`src/pcacm_pkg.sv`:
```
package pcacm_pkg;

  // Register byte addresses
  localparam logic [7:0] PCACM_CTRL_ADDR = 8'hD8;
  localparam logic [7:0] PCACM_MODE_ADDR = 8'hD9;

  // Control register bit positions
  localparam int PCACM_CTRL_OVF_BIT = 7;
  localparam int PCACM_CTRL_RUN_BIT = 6;
  localparam int PCACM_CTRL_UNUSED_BIT = 5;
  localparam int PCACM_CTRL_M4_BIT = 4;

  // Mode register bit positions
  localparam int PCACM_MODE_IDLE_BIT = 7;
  localparam int PCACM_MODE_WDE_BIT = 6;
  localparam int PCACM_MODE_LOCK_BIT = 5;
  localparam int PCACM_MODE_UNUSED_BIT = 4;

  // Values after reset and counter limits
  localparam logic [7:0] PCACM_CTRL_RESET = 8'h00;
  localparam logic [7:0] PCACM_MODE_RESET = 8'h40;
  localparam logic [15:0] PCACM_COUNT_RESET = 16'h0000;
  localparam logic [15:0] PCACM_COUNT_MAX = 16'hFFFF;
  localparam logic [7:0] PCACM_LOW_MAX = 8'hFF;

  // Timebase source codes
  localparam logic [2:0] PCACM_TB_DIV12 = 3'h0;
  localparam logic [2:0] PCACM_TB_DIV4 = 3'h1;
  localparam logic [2:0] PCACM_TB_TIMER0 = 3'h2;
  localparam logic [2:0] PCACM_TB_EXT_FALL = 3'h3;
  localparam logic [2:0] PCACM_TB_SYSCLK = 3'h4;
  localparam logic [2:0] PCACM_TB_EXT_DIV8 = 3'h5;

  // Divider counts in system clock cycles or external edges
  localparam logic [3:0] PCACM_DIV12_LAST = 4'hB;
  localparam logic [1:0] PCACM_DIV4_LAST = 2'h3;
  localparam logic [2:0] PCACM_EXT_DIV_LAST = 3'h7;

  // Control register layout
  typedef struct packed {
    logic overflow_flag;
    logic run_control;
    logic unused;
    logic [4:0] match_flags;
  } pcacm_ctrl_t;

  // Mode register layout
  typedef struct packed {
    logic idle_suspend;
    logic watchdog_enable;
    logic watchdog_lock;
    logic unused;
    logic [2:0] timebase_select;
    logic overflow_irq_enable;
  } pcacm_mode_t;

endpackage

```
`src/pcacm_ctrl.sv`:
```
// Operation
// - Overflow flag sets when the counter wraps from FFFF to 0000.
// - Overflow flag stays set; only a software write of zero clears it.
// - Overflow interrupt enable gates the overflow flag onto the interrupt request.
// - Run control zero stops the counter, one lets it count.
// - Five match flags set on module match or capture, cleared by software.
// - Enabled match flag raises the shared interrupt request.
// - Unused control bit 5 and mode bit 4 read zero, writes ignored.
// - Idle suspend set halts counter array while CPU idles.
// - Watchdog enable makes module 4 the watchdog; it resets to one.
// - Once lock is set, watchdog cannot be disabled until reset.
// - Timebase select picks div12, div4, timer0, ext falls, sysclk, ext/8.
// - Divided external clock is synchronised to the system clock first.
// - While watchdog enabled, mode writes leave all other mode bits alone.
// - Control register supports single-bit writes as well as byte writes.
// - Watchdog enabled forces the counter on; run bit reads stored value.
// - Writing one to module 4 flag with watchdog on forces reset.
// - Watchdog reset when low byte wraps while high byte equals compare.
//
// Design decision made here: the address-and-strobe port.
`timescale 1ns/1ps
`default_nettype none
module pcacm_ctrl
  import pcacm_pkg::*;
(
  // Clock and reset
  input wire logic ref_clk_i,
  input wire logic reset_i,
  // Register port
  input wire logic [7:0] addr_i,
  input wire logic [7:0] wdata_i,
  input wire logic wr_i,
  input wire logic rd_i,
  output logic [7:0] rdata_o,
  // Single-bit write port on the control register
  input wire logic bit_wr_i,
  input wire logic [2:0] bit_sel_i,
  input wire logic bit_val_i,
  // Module events and enables
  input wire logic [4:0] match_event_i,
  input wire logic [4:0] match_irq_enable_i,
  input wire logic [7:0] module4_compare_high_i,
  // Timebase sources and system state
  input wire logic cpu_idle_i,
  input wire logic timer0_overflow_i,
  input wire logic external_count_input_i,
  input wire logic external_clock_i,
  // Counter and status
  output logic [15:0] counter_o,
  output logic count_tick_o,
  output logic irq_o,
  output logic watchdog_enable_o,
  output logic watchdog_reset_o
);

  pcacm_ctrl_t ctrl, next_ctrl;
  pcacm_mode_t mode, next_mode;
  logic [15:0] count, next_count;
  logic [3:0] div12, next_div12;
  logic [1:0] div4, next_div4;
  logic [2:0] ext_div, next_ext_div;
  logic ext_sync1, ext_sync2, ext_prev;
  logic eci_prev;
  logic wd_reset, next_wd_reset;
  logic [7:0] rdata, next_rdata;
  logic [7:0] ctrl_mask, ctrl_val;
  logic ctrl_wr, mode_wr;
  logic tick, active, ext_rise, ext_div_tick, eci_fall;

  // Merge a written value into a register under a bit mask
  function automatic logic [7:0] merge(input logic [7:0] cur, input logic [7:0] mask,
                                       input logic [7:0] val);
    merge = (cur & ~mask) | (val & mask);
  endfunction

  // Write decode, byte or single bit
  always_comb begin
    ctrl_wr = (wr_i && addr_i == PCACM_CTRL_ADDR) || bit_wr_i;
    mode_wr = wr_i && addr_i == PCACM_MODE_ADDR;
    if (bit_wr_i) begin
      ctrl_mask = 8'h01 << bit_sel_i;
      ctrl_val = {8{bit_val_i}};
    end else if (ctrl_wr) begin
      ctrl_mask = 8'hFF;
      ctrl_val = wdata_i;
    end else begin
      ctrl_mask = 8'h00;
      ctrl_val = 8'h00;
    end
  end

  // Timebase selection and counter activity
  always_comb begin
    ext_rise = ext_sync2 && !ext_prev;
    ext_div_tick = ext_rise && ext_div == PCACM_EXT_DIV_LAST;
    eci_fall = eci_prev && !external_count_input_i;
    case (mode.timebase_select)
      PCACM_TB_DIV12: tick = div12 == PCACM_DIV12_LAST;
      PCACM_TB_DIV4: tick = div4 == PCACM_DIV4_LAST;
      PCACM_TB_TIMER0: tick = timer0_overflow_i;
      PCACM_TB_EXT_FALL: tick = eci_fall;
      PCACM_TB_SYSCLK: tick = 1'b1;
      PCACM_TB_EXT_DIV8: tick = ext_div_tick;
      default: tick = 1'b0;
    endcase
    active = (ctrl.run_control || mode.watchdog_enable)
             && !(mode.idle_suspend && cpu_idle_i);
  end

  // Dividers and counter next values
  always_comb begin
    next_div12 = (div12 == PCACM_DIV12_LAST) ? 4'h0 : div12 + 4'h1;
    next_div4 = div4 + 2'h1;
    next_ext_div = ext_rise ? ext_div + 3'h1 : ext_div;
    next_count = (active && tick) ? count + 16'h0001 : count;
  end

  // Control register next value
  always_comb begin
    next_ctrl = pcacm_ctrl_t'(merge(ctrl, ctrl_mask, ctrl_val));
    next_ctrl.unused = 1'b0;
    // Hardware set wins over a software clear in the same cycle
    if (active && tick && count == PCACM_COUNT_MAX) begin
      next_ctrl.overflow_flag = 1'b1;
    end
    next_ctrl.match_flags = next_ctrl.match_flags | match_event_i;
  end

  // Mode register next value with watchdog protection
  always_comb begin
    next_mode = mode;
    if (mode_wr) begin
      if (mode.watchdog_enable) begin
        next_mode.watchdog_enable = wdata_i[PCACM_MODE_WDE_BIT] || mode.watchdog_lock;
      end else begin
        next_mode = pcacm_mode_t'(wdata_i);
        next_mode.watchdog_enable = wdata_i[PCACM_MODE_WDE_BIT]
                                    || wdata_i[PCACM_MODE_LOCK_BIT];
      end
    end
    next_mode.unused = 1'b0;
  end

  // Watchdog reset request
  always_comb begin
    next_wd_reset = 1'b0;
    if (mode.watchdog_enable) begin
      if (ctrl_wr && ctrl_mask[PCACM_CTRL_M4_BIT] && ctrl_val[PCACM_CTRL_M4_BIT]) begin
        next_wd_reset = 1'b1;
      end
      if (active && tick && count[7:0] == PCACM_LOW_MAX
          && count[15:8] == module4_compare_high_i) begin
        next_wd_reset = 1'b1;
      end
    end
  end

  // Read data, one cycle after the strobe
  always_comb begin
    next_rdata = 8'h00;
    if (rd_i && addr_i == PCACM_CTRL_ADDR) begin
      next_rdata = ctrl;
    end else if (rd_i && addr_i == PCACM_MODE_ADDR) begin
      next_rdata = mode;
    end
  end

  // State registers
  always_ff @(posedge ref_clk_i or posedge reset_i) begin
    if (reset_i) begin
      ctrl <= pcacm_ctrl_t'(PCACM_CTRL_RESET);
      mode <= pcacm_mode_t'(PCACM_MODE_RESET);
      count <= PCACM_COUNT_RESET;
      div12 <= 4'h0;
      div4 <= 2'h0;
      ext_div <= 3'h0;
      wd_reset <= 1'b0;
      rdata <= 8'h00;
    end else begin
      ctrl <= next_ctrl;
      mode <= next_mode;
      count <= next_count;
      div12 <= next_div12;
      div4 <= next_div4;
      ext_div <= next_ext_div;
      wd_reset <= next_wd_reset;
      rdata <= next_rdata;
    end
  end

  // External clock synchroniser and edge history
  always_ff @(posedge ref_clk_i or posedge reset_i) begin
    if (reset_i) begin
      ext_sync1 <= 1'b0;
      ext_sync2 <= 1'b0;
      ext_prev <= 1'b0;
      eci_prev <= 1'b0;
    end else begin
      ext_sync1 <= external_clock_i;
      ext_sync2 <= ext_sync1;
      ext_prev <= ext_sync2;
      eci_prev <= external_count_input_i;
    end
  end

  // Outputs
  assign rdata_o = rdata;
  assign counter_o = count;
  assign count_tick_o = active && tick;
  assign watchdog_enable_o = mode.watchdog_enable;
  assign watchdog_reset_o = wd_reset;
  assign irq_o = (ctrl.overflow_flag && mode.overflow_irq_enable)
                 || |(ctrl.match_flags & match_irq_enable_i);
endmodule
`default_nettype wire

```
`config.mk`:
```
export PLATFORM = sky130hd
export DESIGN_NAME = pcacm_ctrl
export DESIGN_NICKNAME = d
export VERILOG_FILES = /design/src/pcacm_pkg.sv /design/src/pcacm_ctrl.sv
export SDC_FILE = /design/constraint.sdc
export NUM_CORES = 1
export LEC_CHECK = 0
export BUFFER_PORTS_ARGS = -buffer_cell sky130_fd_sc_hd__buf_2
export CORE_UTILIZATION = 48
export DETAILED_ROUTE_END_ITERATION = 16
export PLACE_DENSITY = 0.75
export SYNTH_ARGS = -nofsm -noshare
export SYNTH_HDL_FRONTEND = slang
export SYNTH_SLANG_ARGS = --single-unit
```
`constraint.sdc`:
```
create_clock -name ref_clk_i -period 1.9 [get_ports ref_clk_i]
set_input_delay 0.095 -clock ref_clk_i [delete_from_list [all_inputs] [get_ports ref_clk_i]]
set_output_delay 0.095 -clock ref_clk_i [all_outputs]
set_load 0.02 [all_outputs]
```
## After elaboration in Yosys (flattened, before gate mapping)

Cells that the tools add are included.

- Logic and storage cells: 83
- Input bits: 47
- Output and inout port bits: 28
- Flip-flop bits (word level): 52

- Add/sub/neg operators: 4
- Multiplexer cells: 13
- Equal/unequal tests: 13
- Reductions and logical operators: 27
- Bitwise operators: 7
- Shift operators: 1

Operators with widths:

| cell | number |
|---|---|
| $mux W8 | 6 |
| $eq A8 B8 Y1 const B | 3 |
| $add A16 B1 Y16 const B | 1 |
| $and A8 B8 Y8 | 2 |
| $eq A16 B16 Y1 const B | 1 |
| $logic_and A1 B1 Y1 | 16 |
| $eq A3 B3 Y1 const B | 3 |
| $eq A8 B8 Y1 | 1 |
| $not A8 Y8 | 1 |
| $or A8 B8 Y8 | 1 |
| $shl A1 B3 Y8 const A | 1 |
| $eq A3 B2 Y1 const B | 2 |
| $pmux W1 S6 | 1 |
| $and A5 B5 Y5 | 1 |
| $logic_or A1 B1 Y1 | 5 |
| $mux W1 | 5 |
| $or A5 B5 Y5 | 1 |
| $reduce_or A5 Y1 | 1 |
| $add A4 B1 Y4 const B | 1 |
| $eq A4 B4 Y1 const B | 1 |
| $mux W4 | 1 |
| $add A3 B1 Y3 const B | 1 |
| $eq A3 B1 Y1 const B | 1 |
| $logic_not A1 Y1 | 3 |
| other kinds (5) | 5 |

## Logic depth before layout (Yosys ltp)

- Depth after elaboration: 10
- Gate-level depth with buffers: 9
- Depth with buffers taken out: 7

## Worst setup path before layout

OpenSTA, ideal clock, no wires.

- Kind: flip-flop to flip-flop
- From: register ext_div[0]
- To: register count[13] (netlist: counter_o[13])
- Required time: 1.769 ns
- Slack: 0.148 ns
- Stages on the path, launching flop included: 10
- Clock period less this slack: 1.752 ns
- Buffers on the path: 2
- Data arrival time: 1.621 ns
- Path through: dfrtp_1 > ha_1 > ha_1 > nand3b_1 > a21oi_1 > o31a_1 > buf_2 > buf_4 > nand4_1 > xnor2_1

- Longest elaborated chain between the ends: 4

Ends and longest elaborated chain:

| what | RTL line | text |
|---|---|---|
| from (decl) | pcacm_ctrl.sv:61 | `logic [2:0] ext_div, next_ext_div;` |
| from (signal assigned) | pcacm_ctrl.sv:185 | `ext_div <= next_ext_div;` |
| $eq A3 B3 Y1 | pcacm_ctrl.sv:95 | `ext_div_tick = ext_rise && ext_div == PCACM_EXT_DIV_LAST;` |
| $logic_and A1 B1 Y1 | pcacm_ctrl.sv:95 |  |
| $pmux W1 S6 | pcacm_ctrl.sv:97 | `case (mode.timebase_select)` |
| $logic_and A1 B1 Y1 | - |  |
| net count_tick_o | pcacm_ctrl.sv:50 | `output logic count_tick_o,` |
| to (signal assigned) | pcacm_ctrl.sv:182 | `count <= next_count;` |
| to (decl) | pcacm_ctrl.sv:58 | `logic [15:0] count, next_count;` |

The timed path passes the listed nets, and every way through them passes these cells.
A chain may end at the register's enable or synchronous reset.

## Worst setup path after layout

- From: register ext_div[1]
- To: output port count_tick_o

- Longest elaborated chain between the ends: 4

Ends and longest elaborated chain:

| what | RTL line | text |
|---|---|---|
| $eq A3 B3 Y1 | pcacm_ctrl.sv:95 |  |
| $logic_and A1 B1 Y1 | pcacm_ctrl.sv:95 |  |
| $pmux W1 S6 | pcacm_ctrl.sv:97 |  |
| $logic_and A1 B1 Y1 | pcacm_ctrl.sv:209 | `assign count_tick_o = active && tick;` |
| to (decl) | pcacm_ctrl.sv:50 |  |

Every way passes these cells.

==> metrics <==
status=completed; Syn Inst Count=222; Min-Delay Path Class=in2reg; worst-path fanout max=3; r2r startpoint=ext_div[0]; hold depth=2; Avg Inst Size Synth=about 11 µm²; Synth Register Bits=52; die height=74.0 µm; maximum clock rate=554 MHz; Initial Utilization=51.3%; maximum VDD drop=~0.00067 V; worst slew pin tran=0.557 ns; sw power=0.000710 W; FP Rows=25; total die area=approximately 5500 µm²; syn_nets=274; final-report hold violation count=0; Synth top cells by count=dfrtp_1, nor2_1, xnor2_1, nand4_1, nand2_1; Max Root-Sink Buffers=2; number of antenna-violating nets in the routed design=0; Max Cap Violations=0; routability-driven placement congestion ratio=0.778; placed cell areas=between 2000 and 3000 µm²; largest net degree at the start of global routing=28; Leak Pwr=1.60 nW; clk sinks=52; asr flop ratio synth=between 90% and 100%; most common cell in the netlist=dfrtp_1; TritonCTS Buffers=5; slew margin rel.=62.8%; total chip power=roughly 0.0025 W; total negative slack=0 ns; number of global-route vias before repair=1931; flop2flop setup slack=0.09 ns; final-report setup violation count=0; RSZ-0062 raised after global routing=true; H-tree levels=2; ranking of synthesized cells by area=dfrtp_1, xnor2_1, mux2i_1, nand4_1, xor2_1; vias=between 2000 and 2500; CTS tree=done; clk_lat worst skew=0.30 ns; pwr/cell area=781 nW/µm²; Iter 0 DRT Violations=99; CORE AREA=4850 µm²; Syn. warnings=0; crit end category=primary output; via/cell ratio=5.28; Primary FF master, synth=dfrtp_1; GRT Util Overall=between 20% and 30%; area growth from synthesis to layout=27.8%; reg-to-reg endpoint=counter_o[1]; detailed placement HPWL=3980 µm; layout cell share with drive strength beyond 1=32.6%; post-synth top area cell=dfrtp_1; clock share of power=about a quarter; P_int=0.00177 W; Post-synth EDFFs=0; Final Skew=0.00432 ns; Tmin final=1.81 ns; Nets=367; n_diodes=0; Worst setup SP type=register; Die Wd=74.0 µm; Seq/Total Area, Yosys=52.4%; IO Count=75; CTS Root Cell=clkbuf_8; drt pass-1 iters=4; sw frac=28.6%; post-synth top area share=about half; sequential fraction of design power=51.9%; first-pass GRT wire length=8820 µm; post-synth cell types=41; Critical Path AT=1.71 ns; R2R depth=7; Setup Crit Path Kind=reg2out; Worst Hold Launch=wdata_i[5]; Slew Limit Fails=0; initial antenna violation count=0; Util after Layout=between 60% and 70%; post-DR wirelength/cell=~14 µm; period utilisation layout=95.0%; Worst EP required=1.80 ns; Hold Path Sink=mode[5]; post-route cell area=3180 µm²; # DRC=0; GRT overflow=0; Mapped Area=2480 µm²; Reg clk slew, reported paths=~0.09 ns; total routed wirelength=5480 µm; buffers added on ports=74; logic gate share of total power=22.3%
## area by class of cell
| type | instances | area (µm²) |
|---|---|---|
| Fill cell | 386 | 1670 |
| Sequential cell | 52 | 1300 |
| Multi-Input combinational cell | 154 | 1110 |
| Timing Repair Buffer | 94 | 558 |
| Clock buffer | 8 | 90.1 |
| Tap cell | 67 | 83.8 |
| Inverter | 8 | 30.0 |
## metrics by stage
step | cells | setup slack [ns] | hold slack, ns
final | 383 | 0.0943 | 0.0248
after global routing | 383 | -0.0249 | 0.0264
after CTS | 382 | 0.00441 | 0.0151
after detailed placement | 362 | 0.117 | 0.185
after global placement | 362 | 0.173 | 0.176
after floorplan | 222 | 0.148 | 0.126
## layer usage
metal / GRT usage (%) / vias up / part of all wire (%)
li1: - / 967 / -
met1: 26.5 / 980 / 42
met2: 38.7 / 73 / 51
met3: 5.28 / 2 / 6.1
met4: 5.13 / 0 / 0.37
met5: 0 / - / 0
## critical path, stage by stage, from the launching register on
cell,delay [ns]
dfrtp_1,0.40
ha_2,0.19
ha_2,0.16
nand3b_1,0.07
a21oi_1,0.06
o31a_1,0.35
buf_4,0.18
## what timing repair did
item	CTS	global route
hold endpoints to repair	33	0
buffers inserted	3	2
hold buffers	9	0
pin swaps	1	4
gates resized for setup	0	3
setup endpoints to repair	1	10
## cell usage in the layout (no fill, tap or decap), drive strengths merged, types with 2 or more instances in the layout
cell,netlist,routed
o31ai,2,2
and3,5,5
o21ai,7,7
clkbuf,3,8
nand4,14,14
nor3b,2,2
mux2,11,11
nand4b,2,2
a21oi,4,4
nor3,4,4
a31oi,3,3
nand3b,4,4
dfrtp,51,51
nand3,6,6
nor2b,2,2
xor2,8,8
ha,5,5
nor2,19,19
dlygate4sd3,0,9
mux2i,10,10
inv,8,8
nand2b,5,5
nand2,12,12
a22oi,3,3
xnor2,17,17
buf,5,85
## registers in the layout, summed over array words and instances (netlist names), 2 cells and up, named ones only
| signal | count |
|---|---|
| ext_div | 3 |
| ctrl | 6 |
| div12 | 4 |
| rdata_o | 8 |
| mode | 6 |
| counter_o | 16 |
| div4 | 2 |
## worst max path at each step
stage,from,to,slack [ns],depth (start not counted)
after floorplan,ext_div[0],counter_o[13],0.15,9
after global placement,ext_div[0],counter_o[1],0.17,7
after detailed placement,ext_div[0],counter_o[1],0.12,7
after CTS,ext_div[0],count_tick_o,0.004,7
after global routing,ext_div[0],counter_o[8],-0.02,8
final,ext_div[1],count_tick_o,0.09,6
## power groups by stage
stage	logic [W]	clock network (W)	registers, W
floorplan	0.000256	0	0.00134
global placement	0.000472	0	0.00130
detailed placement	0.000493	0	0.00131
CTS	0.000528	0.000649	0.00128
global route	0.000613	0.000697	0.00130
finish	0.000553	0.000640	0.00129
## logic make-up (layout without fill, tap and decap cells)
group	count (synthesis)	in the layout	share of synthesized area [%]
and+or+nand+nor	80	80	18.2
adders and majority gates	5	5	2.52
xor gates and xnor gates	25	25	8.81
buffers and inverters	16	110	3.02
muxes	21	21	9.16
AOI/OAI and AO/OA	23	23	5.84
DFF	52	52	52.4
No activity file was read; power rests on OpenSTA's default activity.
